==> config.mk <==
export PLATFORM = sky130hd
export DESIGN_NAME = reset_strap_sampler
export DESIGN_NICKNAME = d
export VERILOG_FILES = /design/src/logic/strap_pkg.sv /design/src/logic/strap_if.sv /design/src/logic/strap_decode.sv /design/src/logic/reset_strap_sampler.sv
export SDC_FILE = /design/constraint.sdc
export NUM_CORES = 1
export LEC_CHECK = 0
export BUFFER_PORTS_ARGS = -buffer_cell sky130_fd_sc_hd__buf_4
export CAP_MARGIN = 20
export CORE_UTILIZATION = 45
export CTS_BUF_LIST = sky130_fd_sc_hd__clkbuf_4 sky130_fd_sc_hd__clkbuf_8 sky130_fd_sc_hd__clkbuf_16
export CTS_CLUSTER_DIAMETER = 60
export DETAILED_ROUTE_END_ITERATION = 8
export PLACE_DENSITY = 0.78
export SYNTH_ARGS = -nofsm -noshare
export SYNTH_HDL_FRONTEND = slang
export SYNTH_HIERARCHICAL = 1
export SYNTH_SLANG_ARGS = --single-unit
==> constraint.sdc <==
create_clock -name pclk -period 1.7 [get_ports pclk]
set_input_delay 0.085 -clock pclk [delete_from_list [all_inputs] [get_ports pclk]]
set_output_delay 0.085 -clock pclk [all_outputs]
set_load 0.01 [all_outputs]
==> src/logic/strap_pkg.sv <==
// Overview of operation
// - during system reset every strap pin is undriven so board resistors set its level.
// - each strap pin level is captured as system reset is released.
// - after reset release every strap pin becomes a driven output.
// - each strap has a weak pull; unstrapped pins latch the default level.
// - emission filter strap 0 enables filtering, 1 disables it (default).
// - flow control strap, all ports: 0 disabled, 1 enabled (default).
// - link-up strap 0 fast link-up without negotiation or crossover; 1 normal (default).
// - normal mode negotiation pair: 00 reserved, 01 forced 100 half, 10 nand tree, 11 auto.
// - fast mode runs full duplex; low negotiation strap 0 crossed, 1 straight.
// - management pair: 00 mdio, 01 i2c, upper bit set spi (default).
// - switch start strap 0 holds forwarding until software start; 1 forwards at once.
// - port 6 interface pair: 00 rgmii (default), 01 rmii, 11 mii, 10 reserved.
// - port 6 submode 0 mii phy or rmii clock out; 1 mii mac or rmii clock in.
// - port 6 speed strap 0 selects 1000, 1 selects 100; 100 advised for mii/rmii.
// - in-band management strap 0 disables (default), 1 enables.
// - both sgmii straps must be 1; a 0 on either is invalid.
// - software reset also releases and re-samples every strap.
package strap_pkg;

  localparam int NSTRAP = 15;
  localparam int EMI_BIT = 0;
  localparam int FC_BIT = 1;
  localparam int LINKUP_BIT = 2;
  localparam int NEG_L_BIT = 3;
  localparam int NEG_H_BIT = 4;
  localparam int MGMT_L_BIT = 5;
  localparam int MGMT_H_BIT = 6;
  localparam int START_BIT = 7;
  localparam int P6IF_L_BIT = 8;
  localparam int P6IF_H_BIT = 9;
  localparam int P6SUB_BIT = 10;
  localparam int P6SPD_BIT = 11;
  localparam int INBAND_BIT = 12;
  localparam int SGC_BIT = 13;
  localparam int SGJ_BIT = 14;

  // 1 = weak pull-up, 0 = weak pull-down; equals each strap's default
  localparam logic [NSTRAP-1:0] STRAP_DEFAULT = 15'h60df;

  localparam logic [1:0] NEG_RSVD = 2'h0;
  localparam logic [1:0] NEG_FORCE = 2'h1;
  localparam logic [1:0] NEG_NAND = 2'h2;
  localparam logic [1:0] NEG_AUTO = 2'h3;
  localparam logic [1:0] P6_RGMII = 2'h0;
  localparam logic [1:0] P6_RMII = 2'h1;
  localparam logic [1:0] P6_RSVD = 2'h2;
  localparam logic [1:0] P6_MII = 2'h3;

  typedef enum logic [1:0] {
    MGMT_MDIO = 2'b00,
    MGMT_I2C  = 2'b01,
    MGMT_SPI  = 2'b10
  } mgmt_t;

  typedef enum logic [1:0] {
    ST_SAMPLE = 2'b00,
    ST_RUN    = 2'b01,
    ST_HIZ    = 2'b10
  } strap_state_t;

  typedef struct packed {
    logic       emission_filter_en;
    logic       flow_ctrl_en;
    logic       fast_linkup;
    logic       aneg_en;
    logic       auto_mdix_en;
    logic       force_100_half;
    logic       full_duplex;
    logic       mdix_crossed;
    logic       nand_tree_en;
    logic       neg_reserved;
    mgmt_t      mgmt_mode;
    logic [1:0] p6_mode;
    logic       p6_if_reserved;
    logic       p6_mac_mode;
    logic       p6_refclk_out_en;
    logic       p6_refclk_in_en;
    logic       p6_speed_100;
    logic       p6_speed_mismatch;
    logic       inband_mgmt_en;
    logic       sgmii_invalid;
  } cfg_t;

  localparam int CFG_W = $bits(cfg_t);

  // apb map, byte addresses
  localparam logic [7:0] ADDR_STATUS = 8'h00;
  localparam logic [7:0] ADDR_CTRL = 8'h04;
  localparam logic [7:0] ADDR_CFG = 8'h08;
  localparam int CTRL_START_BIT = 0;
  localparam int CTRL_RESTRAP_BIT = 1;
  localparam int STAT_RUN_BIT = 24;

  // release time of the pins on a software re-strap
  localparam int CLK_PERIOD_NS = 40;
  localparam int STRAP_HIZ_NS = 400;
  localparam int HIZ_CYCLES = (STRAP_HIZ_NS + CLK_PERIOD_NS - 1) / CLK_PERIOD_NS;
  localparam logic [7:0] HIZ_LAST = 8'(HIZ_CYCLES - 1);

endpackage

==> src/logic/strap_if.sv <==
`timescale 1ns/1ps
interface strap_if;
  logic [strap_pkg::NSTRAP-1:0] raw;
  strap_pkg::cfg_t              cfg;
  modport owner (output raw, input cfg);
  modport decoder (input raw, output cfg);
endinterface

==> src/logic/strap_decode.sv <==
`timescale 1ns/1ps
module strap_decode (
  strap_if.decoder bus
);

  function automatic logic [1:0] pair(input logic hi, input logic lo);
    pair = {hi, lo};
  endfunction

  logic [1:0] neg;
  logic [1:0] p6;
  logic       fast;

  always_comb begin
    neg  = pair(bus.raw[strap_pkg::NEG_H_BIT], bus.raw[strap_pkg::NEG_L_BIT]);
    p6   = pair(bus.raw[strap_pkg::P6IF_H_BIT], bus.raw[strap_pkg::P6IF_L_BIT]);
    fast = ~bus.raw[strap_pkg::LINKUP_BIT];
    bus.cfg = '0;
    bus.cfg.emission_filter_en = ~bus.raw[strap_pkg::EMI_BIT];
    bus.cfg.flow_ctrl_en = bus.raw[strap_pkg::FC_BIT];
    bus.cfg.fast_linkup = fast;
    if (fast) begin
      // negotiation and crossover off, high strap of the pair unused
      bus.cfg.full_duplex = 1'b1;
      bus.cfg.mdix_crossed = ~bus.raw[strap_pkg::NEG_L_BIT];
    end else begin
      bus.cfg.aneg_en = (neg == strap_pkg::NEG_AUTO);
      bus.cfg.force_100_half = (neg == strap_pkg::NEG_FORCE);
      bus.cfg.nand_tree_en = (neg == strap_pkg::NEG_NAND);
      bus.cfg.neg_reserved = (neg == strap_pkg::NEG_RSVD);
      bus.cfg.auto_mdix_en = (neg == strap_pkg::NEG_AUTO) || (neg == strap_pkg::NEG_FORCE);
    end
    if (bus.raw[strap_pkg::MGMT_H_BIT]) begin
      bus.cfg.mgmt_mode = strap_pkg::MGMT_SPI;
    end else if (bus.raw[strap_pkg::MGMT_L_BIT]) begin
      bus.cfg.mgmt_mode = strap_pkg::MGMT_I2C;
    end else begin
      bus.cfg.mgmt_mode = strap_pkg::MGMT_MDIO;
    end
    bus.cfg.p6_mode = p6;
    bus.cfg.p6_if_reserved = (p6 == strap_pkg::P6_RSVD);
    // submode means nothing for rgmii
    bus.cfg.p6_mac_mode = (p6 == strap_pkg::P6_MII) && bus.raw[strap_pkg::P6SUB_BIT];
    bus.cfg.p6_refclk_out_en = (p6 == strap_pkg::P6_RMII) && !bus.raw[strap_pkg::P6SUB_BIT];
    bus.cfg.p6_refclk_in_en = (p6 == strap_pkg::P6_RMII) && bus.raw[strap_pkg::P6SUB_BIT];
    bus.cfg.p6_speed_100 = bus.raw[strap_pkg::P6SPD_BIT];
    // advisory only: gigabit on mii/rmii is allowed but flagged
    bus.cfg.p6_speed_mismatch = ((p6 == strap_pkg::P6_MII) || (p6 == strap_pkg::P6_RMII))
                                && !bus.raw[strap_pkg::P6SPD_BIT];
    bus.cfg.inband_mgmt_en = bus.raw[strap_pkg::INBAND_BIT];
    bus.cfg.sgmii_invalid = !bus.raw[strap_pkg::SGC_BIT] || !bus.raw[strap_pkg::SGJ_BIT];
  end

endmodule

==> src/logic/reset_strap_sampler.sv <==
`timescale 1ns/1ps
module reset_strap_sampler (
  input  wire logic                         pclk,
  input  wire logic                         presetn,
  input  wire logic                         psel,
  input  wire logic                         penable,
  input  wire logic                         pwrite,
  input  wire logic [7:0]                   paddr,
  input  wire logic [31:0]                  pwdata,
  output logic      [31:0]                  prdata,
  output logic                              pready,
  output logic                              pslverr,
  input  wire logic [strap_pkg::NSTRAP-1:0] strap_in,
  input  wire logic [strap_pkg::NSTRAP-1:0] func_out,
  output logic      [strap_pkg::NSTRAP-1:0] strap_out,
  output logic      [strap_pkg::NSTRAP-1:0] strap_oe,
  output logic      [strap_pkg::NSTRAP-1:0] strap_pull_up,
  output logic                              emission_filter_en,
  output logic                              flow_ctrl_en,
  output logic                              fast_linkup,
  output logic                              aneg_en,
  output logic                              auto_mdix_en,
  output logic                              force_100_half,
  output logic                              full_duplex,
  output logic                              mdix_crossed,
  output logic                              nand_tree_en,
  output logic      [1:0]                   mgmt_mode,
  output logic                              switch_fwd_en,
  output logic      [1:0]                   p6_mode,
  output logic                              p6_mac_mode,
  output logic                              p6_refclk_out_en,
  output logic                              p6_refclk_in_en,
  output logic                              p6_speed_100,
  output logic                              inband_mgmt_en,
  output logic                              sgmii_invalid,
  output logic                              strap_valid
);

  strap_pkg::strap_state_t          state_q;
  logic [7:0]                       hiz_cnt_q;
  logic [strap_pkg::NSTRAP-1:0]     raw_q;
  logic [strap_pkg::NSTRAP-1:0]     oe_q;
  logic [strap_pkg::NSTRAP-1:0]     out_q;
  logic [strap_pkg::NSTRAP-1:0]     pull_q;
  strap_pkg::cfg_t                  cfg_q;
  logic                             start_q;
  logic                             fwd_q;
  logic                             valid_q;
  logic                             pready_q;
  logic                             pslverr_q;
  logic [31:0]                      prdata_q;
  logic                             apb_setup_done;
  logic                             apb_access;
  logic                             ctrl_wr;
  logic                             restrap_req;

  strap_if sif ();

  assign sif.raw = raw_q;

  strap_decode u_decode (
    .bus (sif)
  );

  // one wait state: pready rises one cycle into the access phase
  assign apb_setup_done = psel && penable && !pready_q;
  assign apb_access     = psel && penable && pready_q;
  assign ctrl_wr        = apb_access && pwrite && (paddr == strap_pkg::ADDR_CTRL);
  assign restrap_req    = ctrl_wr && pwdata[strap_pkg::CTRL_RESTRAP_BIT];

  // sampling sequence; reset lands in ST_SAMPLE so the first edge after release latches
  always_ff @(posedge pclk or negedge presetn) begin
    if (!presetn) begin
      state_q <= strap_pkg::ST_SAMPLE;
    end else begin
      case (state_q)
        strap_pkg::ST_SAMPLE: begin
          state_q <= strap_pkg::ST_RUN;
        end
        strap_pkg::ST_RUN: begin
          if (restrap_req) begin
            state_q <= strap_pkg::ST_HIZ;
          end
        end
        strap_pkg::ST_HIZ: begin
          if (hiz_cnt_q == strap_pkg::HIZ_LAST) begin
            state_q <= strap_pkg::ST_SAMPLE;
          end
        end
        default: begin
          state_q <= strap_pkg::ST_SAMPLE;
        end
      endcase
    end
  end

  // gives the weak pulls time to settle the pins after a software re-strap
  always_ff @(posedge pclk or negedge presetn) begin
    if (!presetn) begin
      hiz_cnt_q <= 8'h00;
    end else if (state_q == strap_pkg::ST_HIZ) begin
      hiz_cnt_q <= hiz_cnt_q + 8'h01;
    end else begin
      hiz_cnt_q <= 8'h00;
    end
  end

  // latch only in ST_SAMPLE; later pin activity is never seen
  always_ff @(posedge pclk or negedge presetn) begin
    if (!presetn) begin
      raw_q <= strap_pkg::STRAP_DEFAULT;
    end else if (state_q == strap_pkg::ST_SAMPLE) begin
      raw_q <= strap_in;
    end
  end

  // pins undriven from reset until the sample edge, and again during a re-strap
  always_ff @(posedge pclk or negedge presetn) begin
    if (!presetn) begin
      oe_q <= '0;
    end else if (state_q == strap_pkg::ST_SAMPLE) begin
      oe_q <= '1;
    end else if (restrap_req && state_q == strap_pkg::ST_RUN) begin
      oe_q <= '0;
    end
  end

  always_ff @(posedge pclk or negedge presetn) begin
    if (!presetn) begin
      out_q <= '0;
    end else begin
      out_q <= func_out;
    end
  end

  // pad pull selection, fixed to each strap's default level
  always_ff @(posedge pclk or negedge presetn) begin
    if (!presetn) begin
      pull_q <= strap_pkg::STRAP_DEFAULT;
    end else begin
      pull_q <= strap_pkg::STRAP_DEFAULT;
    end
  end

  always_ff @(posedge pclk or negedge presetn) begin
    if (!presetn) begin
      cfg_q <= '0;
    end else begin
      cfg_q <= sif.cfg;
    end
  end

  // software start bit; cleared by a re-strap like any other reset
  always_ff @(posedge pclk or negedge presetn) begin
    if (!presetn) begin
      start_q <= 1'b0;
    end else if (restrap_req) begin
      start_q <= 1'b0;
    end else if (ctrl_wr) begin
      start_q <= pwdata[strap_pkg::CTRL_START_BIT];
    end
  end

  // no forwarding before the straps are known
  always_ff @(posedge pclk or negedge presetn) begin
    if (!presetn) begin
      fwd_q   <= 1'b0;
      valid_q <= 1'b0;
    end else begin
      fwd_q   <= (state_q == strap_pkg::ST_RUN)
                 && (raw_q[strap_pkg::START_BIT] || start_q);
      valid_q <= (state_q == strap_pkg::ST_RUN);
    end
  end

  always_ff @(posedge pclk or negedge presetn) begin
    if (!presetn) begin
      pready_q  <= 1'b0;
      pslverr_q <= 1'b0;
      prdata_q  <= 32'h0000_0000;
    end else begin
      pready_q  <= apb_setup_done;
      pslverr_q <= 1'b0;
      prdata_q  <= 32'h0000_0000;
      if (apb_setup_done) begin
        if (paddr == strap_pkg::ADDR_STATUS) begin
          if (!pwrite) begin
            prdata_q <= 32'({valid_q, 9'h000, raw_q});
          end
        end else if (paddr == strap_pkg::ADDR_CTRL) begin
          if (!pwrite) begin
            prdata_q <= 32'({1'b0, start_q});
          end
        end else if (paddr == strap_pkg::ADDR_CFG) begin
          if (!pwrite) begin
            prdata_q <= 32'(cfg_q);
          end
        end else begin
          pslverr_q <= 1'b1;
        end
      end
    end
  end

  assign prdata           = prdata_q;
  assign pready           = pready_q;
  assign pslverr          = pslverr_q;
  assign strap_out        = out_q;
  assign strap_oe         = oe_q;
  assign strap_pull_up    = pull_q;
  assign emission_filter_en = cfg_q.emission_filter_en;
  assign flow_ctrl_en     = cfg_q.flow_ctrl_en;
  assign fast_linkup      = cfg_q.fast_linkup;
  assign aneg_en          = cfg_q.aneg_en;
  assign auto_mdix_en     = cfg_q.auto_mdix_en;
  assign force_100_half   = cfg_q.force_100_half;
  assign full_duplex      = cfg_q.full_duplex;
  assign mdix_crossed     = cfg_q.mdix_crossed;
  assign nand_tree_en     = cfg_q.nand_tree_en;
  assign mgmt_mode        = cfg_q.mgmt_mode;
  assign switch_fwd_en    = fwd_q;
  assign p6_mode          = cfg_q.p6_mode;
  assign p6_mac_mode      = cfg_q.p6_mac_mode;
  assign p6_refclk_out_en = cfg_q.p6_refclk_out_en;
  assign p6_refclk_in_en  = cfg_q.p6_refclk_in_en;
  assign p6_speed_100     = cfg_q.p6_speed_100;
  assign inband_mgmt_en   = cfg_q.inband_mgmt_en;
  assign sgmii_invalid    = cfg_q.sgmii_invalid;
  assign strap_valid      = valid_q;
endmodule

Word level (Yosys, flattened, before mapping):

Cells that the tools add are included.

* register bits: 114
* output and inout port bits: 100
* logic and storage cells: 99

* add/subtract/negate cells: 1
* equality and inequality tests: 13
* mux-type cells: 24
* bitwise gates (word level): 3
* reductions and logical operators: 27

Operators by type and width (count)
* $mux W32: 3
* $mux W22: 2
* $mux W15: 2
* $mux W25: 1
* $eq A8 B4 Y1 const B: 2
* $logic_and A1 B1 Y1: 12
* $eq A2 B2 Y1 const B: 5
* $mux W2: 5
* $add A8 B1 Y8 const B: 1
* $eq A8 B3 Y1 const B: 1
* $logic_not A8 Y1: 1
* $mux W1: 8
* $mux W8: 1
* $eq A2 B1 Y1 const B: 3
* $pmux W2 S3: 1
* $logic_not A1 Y1: 5
* $logic_not A2 Y1: 2
* $logic_or A1 B1 Y1: 4
* $ne A2 B2 Y1 const B: 2
* $reduce_bool A2 Y1: 2
* $mux W3: 1
* $not A1 Y1: 3
* $reduce_and A2 Y1: 1

Logic depth before layout (Yosys ltp):

* depth in word-level cells: 8
* depth in mapped cells: 5
* gate-level depth less buffers: 5

Modules after synthesis:

The synthesis kept the hierarchy.

Modules (own cells, without submodules)
* reset_strap_sampler: times used 1, cells each 255, area each 3457.1 µm²
* strap_decode: times used 1, cells each 23, area each 161.4 µm²

Worst setup path before layout:

Ideal clock, no wire load.

* path kind: register to register
* from: register state_q[0]
* to: register raw_q[10] (netlist name)
* setup time: 0.125 ns
* data arrival time: 1.217 ns
* required time: 1.575 ns
* slack: 0.358 ns
* stages on the path, launching flop included: 4
* buffers on the path: 1
* period minus slack after synthesis: 1.342 ns
* cells stage by stage: dfrtp_1 -> nor2_2 -> buf_2 -> mux2_2

* word-level cells in the longest chain between the ends: 1

Ends and longest elaborated chain
* from (decl): line reset_strap_sampler.sv:39 `strap_pkg::strap_state_t state_q;`
* from (signal assigned): line reset_strap_sampler.sv:74 `state_q <= strap_pkg::ST_SAMPLE;`
* from (signal assigned): line reset_strap_sampler.sv:78 `state_q <= strap_pkg::ST_RUN;`
* from (signal assigned): line reset_strap_sampler.sv:82 `state_q <= strap_pkg::ST_HIZ;`
* $logic_not A2 Y1: line reset_strap_sampler.sv:112 `end else if (state_q == strap_pkg::ST_SAMPLE) begin`
* to (signal assigned): line reset_strap_sampler.sv:111 `raw_q <= strap_pkg::STRAP_DEFAULT;`
* to (signal assigned): line reset_strap_sampler.sv:113 `raw_q <= strap_in;`
* to (decl): line reset_strap_sampler.sv:41 `logic [strap_pkg::NSTRAP-1:0] raw_q;`

Every way passes these cells.
A chain may end at the register's enable or synchronous reset.

Worst setup path in the final report:

* from: register pready_q, in the netlist pready
* to: register prdata_q[0], in the netlist prdata[0]

* word-level cells in the longest chain between the ends: 3

Ends and longest elaborated chain
* from (decl): line reset_strap_sampler.sv:49 `logic pready_q;`
* from (signal assigned): line reset_strap_sampler.sv:182 `pready_q <= apb_setup_done;`
* $logic_not A1 Y1: line reset_strap_sampler.sv:66 `assign apb_setup_done = psel && penable && !pready_q;`
* $logic_and A1 B1 Y1: line reset_strap_sampler.sv:66
* $mux W32: line reset_strap_sampler.sv:185 `if (apb_setup_done) begin`
* to (signal assigned): line reset_strap_sampler.sv:188 `prdata_q <= 32'({valid_q, 9'h000, raw_q});`
* to (signal assigned): line reset_strap_sampler.sv:192 `prdata_q <= 32'({1'b0, start_q});`
* to (signal assigned): line reset_strap_sampler.sv:196 `prdata_q <= 32'(cfg_q);`
* to (decl): line reset_strap_sampler.sv:51 `logic [31:0] prdata_q;`

Every way passes these cells.

==> impl_metrics.toml <==
[status]
status = "complete, no violations"

[run]
drv_cap = 0

[place]
io_buffers = 120
placed_area_um2 = 4380
dp_hpwl_um = 4750
gp_congestion = 0.809

[sta]
clock-skew-final_ns = 0.0107
maxSlewViolCount = 0
rsz0062_at_grt = "no"
finalCritPeriodShare = 0.968
min_period_ns = 1.64
hold_viol = 0
finalSetupViolations = 0
max_freq_mhz = 608
setup_tns_ns = 0

[setup_path]
required_ns = 1.99
endpoint_kind = "flip-flop"
r2r_start = "pready"
r2r_cells = 3
r2r-end = "prdata[0]"
critical_path.max_fanout = 3
worstSetupPathType = "flip-flop to flip-flop"
startpoint_type = "flip-flop"
critical_path_arrival_ns = 1.94
r2r_slack_ns = 0.06

[pwr]
cellLeakagePower_nw = 2.47
irDropWorstVdd_v = 0.000482
p_per_area_nw_per_um2 = 808
power_mw = 3.98

[min_path]
worstHoldPathCells = 3
hold_class = "input port to flip-flop"
hold_path.startpoint = "paddr[2]"
hold_end = "pslverr"

[logic_synthesis]
synth_top_area_frac = 0.567
ys_ff_latch = 91
ys_top_cells_by_area = "dfrtp_1, buf_4, dfstp_2"
syn_area_um2 = 3620
ys_types = 42
synth_edf_count = 0
ys_async_sr_fraction = 1.00
syn_inst = 278
synth_top_area_cell = "dfrtp_1"
synth_seq_area_share = 0.632
syn_avg_cell_area_um2 = 13.0
ys.flop_type = "dfrtp_1"
yosysWarnings = 6

[clock_tree]
clk-insertion-delay-late_ns = 0.35
cts_tree = "done"
cts_made_buffers = 9
root_buffer = "clkbuf_8"
cts_max_level = 3
cts.clk_slew.worst_paths_ns = 0.09
cts_sinks = 91
clockBufferDepth = 2

[route]
viasPerCell = 4.60
vias = 2413
drtAntennaViolNets = 0
wl_um = 7020
route.detailed.drc = 0
drtIter0Drc = 100
wl_per_cell_um = 13.4
drt_first_pass_iters = 4

[floorplanning]
die_area_um2 = 8400
fp.dieH_um = 91.7
row_count = 32
die_w_um = 91.7
io-pin-count = 175
initial_core_util = 0.466
coreArea_um2 = 7770

[global_routing]
grt_overflow = 0
grt_max_degree = 34
antenna_found_initial = 0
grt_pass1_wl_um = 11000
grt_usage = 0.173
grt_pass1_vias = 2354

[final_layout]
layout.nets = 496
syn_to_final_growth_pct = 36.1
diodes = 0
fin_area_um2 = 4920
drive_gt1_frac = 0.418
-- cells by family (layout without fill, tap and decap cells) --
kind of cell	after synthesis	after routing	synth area share
XOR/XNOR	3	3	0.00726
multiplexers	31	31	0.0923
buffers and inverters	61	184	0.121
AO/OA/AOI/OAI	12	12	0.0190
adder cells (fa/ha/maj)	2	2	0.00691
AND/OR/NAND/NOR	76	76	0.119
flip-flops	91	91	0.632
other	2	24	0.00208
-- through the flow --
stage                     utilization  setup WS, ns  hold WS [ns]  std cells
final                           0.634        0.0551        0.0449        525
after global routing            0.634        0.0141        0.0406        525
after CTS                       0.630        0.0707        0.0245        523
after detailed placement        0.564         0.333       -0.0400        474
after global placement          0.564         0.384       -0.0359        474
after floorplan                     -         0.358        -0.211        300
-- flip-flops by register name (all words and copies together), names as in the netlist, 2 cells and up --
name,count
mgmt_mode,2
cfg_q,3
strap_out,15
state_q,2
raw_q,15
prdata,23
hiz_cnt_q,8
p6_mode,2
-- routing by layer --
| metal | routed length, um | GRT usage |
|---|---|---|
| met1 | 2740 | 0.204 |
| met5 | 0 | 0 |
| met2 | 3720 | 0.294 |
| met4 | 140 | 0.0886 |
| met3 | 427 | 0.0415 |
-- placed cells by master, fill, tap and decap left out, drive strengths merged, types with 2 or more instances in the layout --
cell | synthesis | routed
ha | 2 | 2
buf | 55 | 130
nor3b | 3 | 3
mux2 | 16 | 16
nand2 | 14 | 14
a21oi | 3 | 3
a31oi | 2 | 2
nand4 | 2 | 2
dfstp | 9 | 9
nor4 | 2 | 2
mux2i | 15 | 15
conb | 2 | 24
nor2 | 30 | 30
inv | 5 | 8
dlygate4sd3 | 0 | 34
nor2b | 3 | 3
clkbuf | 1 | 9
dfrtp | 82 | 82
xor2 | 2 | 2
and3b | 3 | 3
clkinv | 0 | 3
and4b | 3 | 3
or3 | 3 | 3
nand3 | 3 | 3
o21ai | 4 | 4
and3 | 2 | 2
-- final cells by class --
class / count / area (um2)
clock buffer: 9 / 124
sequential: 91 / 2290
inverter: 5 / 18.8
clock inverter: 6 / 47.5
multi-input combinational: 148 / 990
fill: 593 / 2840
timing repair buffer: 164 / 1330
tap: 102 / 128
-- power by group --
part           total, mW  switching (mW)  leakage [nW]  internal, mW
registers           2.28          0.0432          1.14          2.24
logic              0.405           0.178          1.24         0.227
clock network       1.29           0.753        0.0918         0.541
total               3.98           0.974          2.47          3.01
-- synthesized netlist by cell type (3+ instances only) --
master and count:
a21oi_1 3, and3b_1 3, and4b_1 3, buf_4 51, dfrtp_1 82, dfstp_2 9, inv_1 5, mux2_2 15
mux2i_1 15, nand2_1 14, nand3_1 3, nor2_1 29, nor2b_1 3, o21ai_0 4, or3_1 3
-- timing repair --
| item | in CTS | in global routing |
|---|---|---|
| resized for setup | 0 | 3 |
| setup buffers | 0 | 2 |
| hold buffers | 34 | 0 |
| endpoints found under the hold margin | 115 | 0 |
| endpoints found under the setup margin | 0 | 1 |
-- worst max-delay path, cell delays in order, from the launching register on --
cell,delay [ns]
dfrtp_1,0.41
or2_2,0.35
nor4b_4,0.26
dlygate4sd3_1,0.57
-- worst max path at each step --
stage / start / slack, ns / end / cells past startpoint
after detailed placement: pready / 0.33 / prdata[11] / 4
final: pready / 0.06 / prdata[0] / 3
after global placement: pready / 0.38 / prdata[3] / 4
after floorplan: state_q[0] / 0.36 / raw_q[10] / 3
after global routing: pready / 0.01 / prdata[0] / 3
after CTS: pready / 0.07 / prdata[0] / 3
Power figures use the tool's default switching activity.
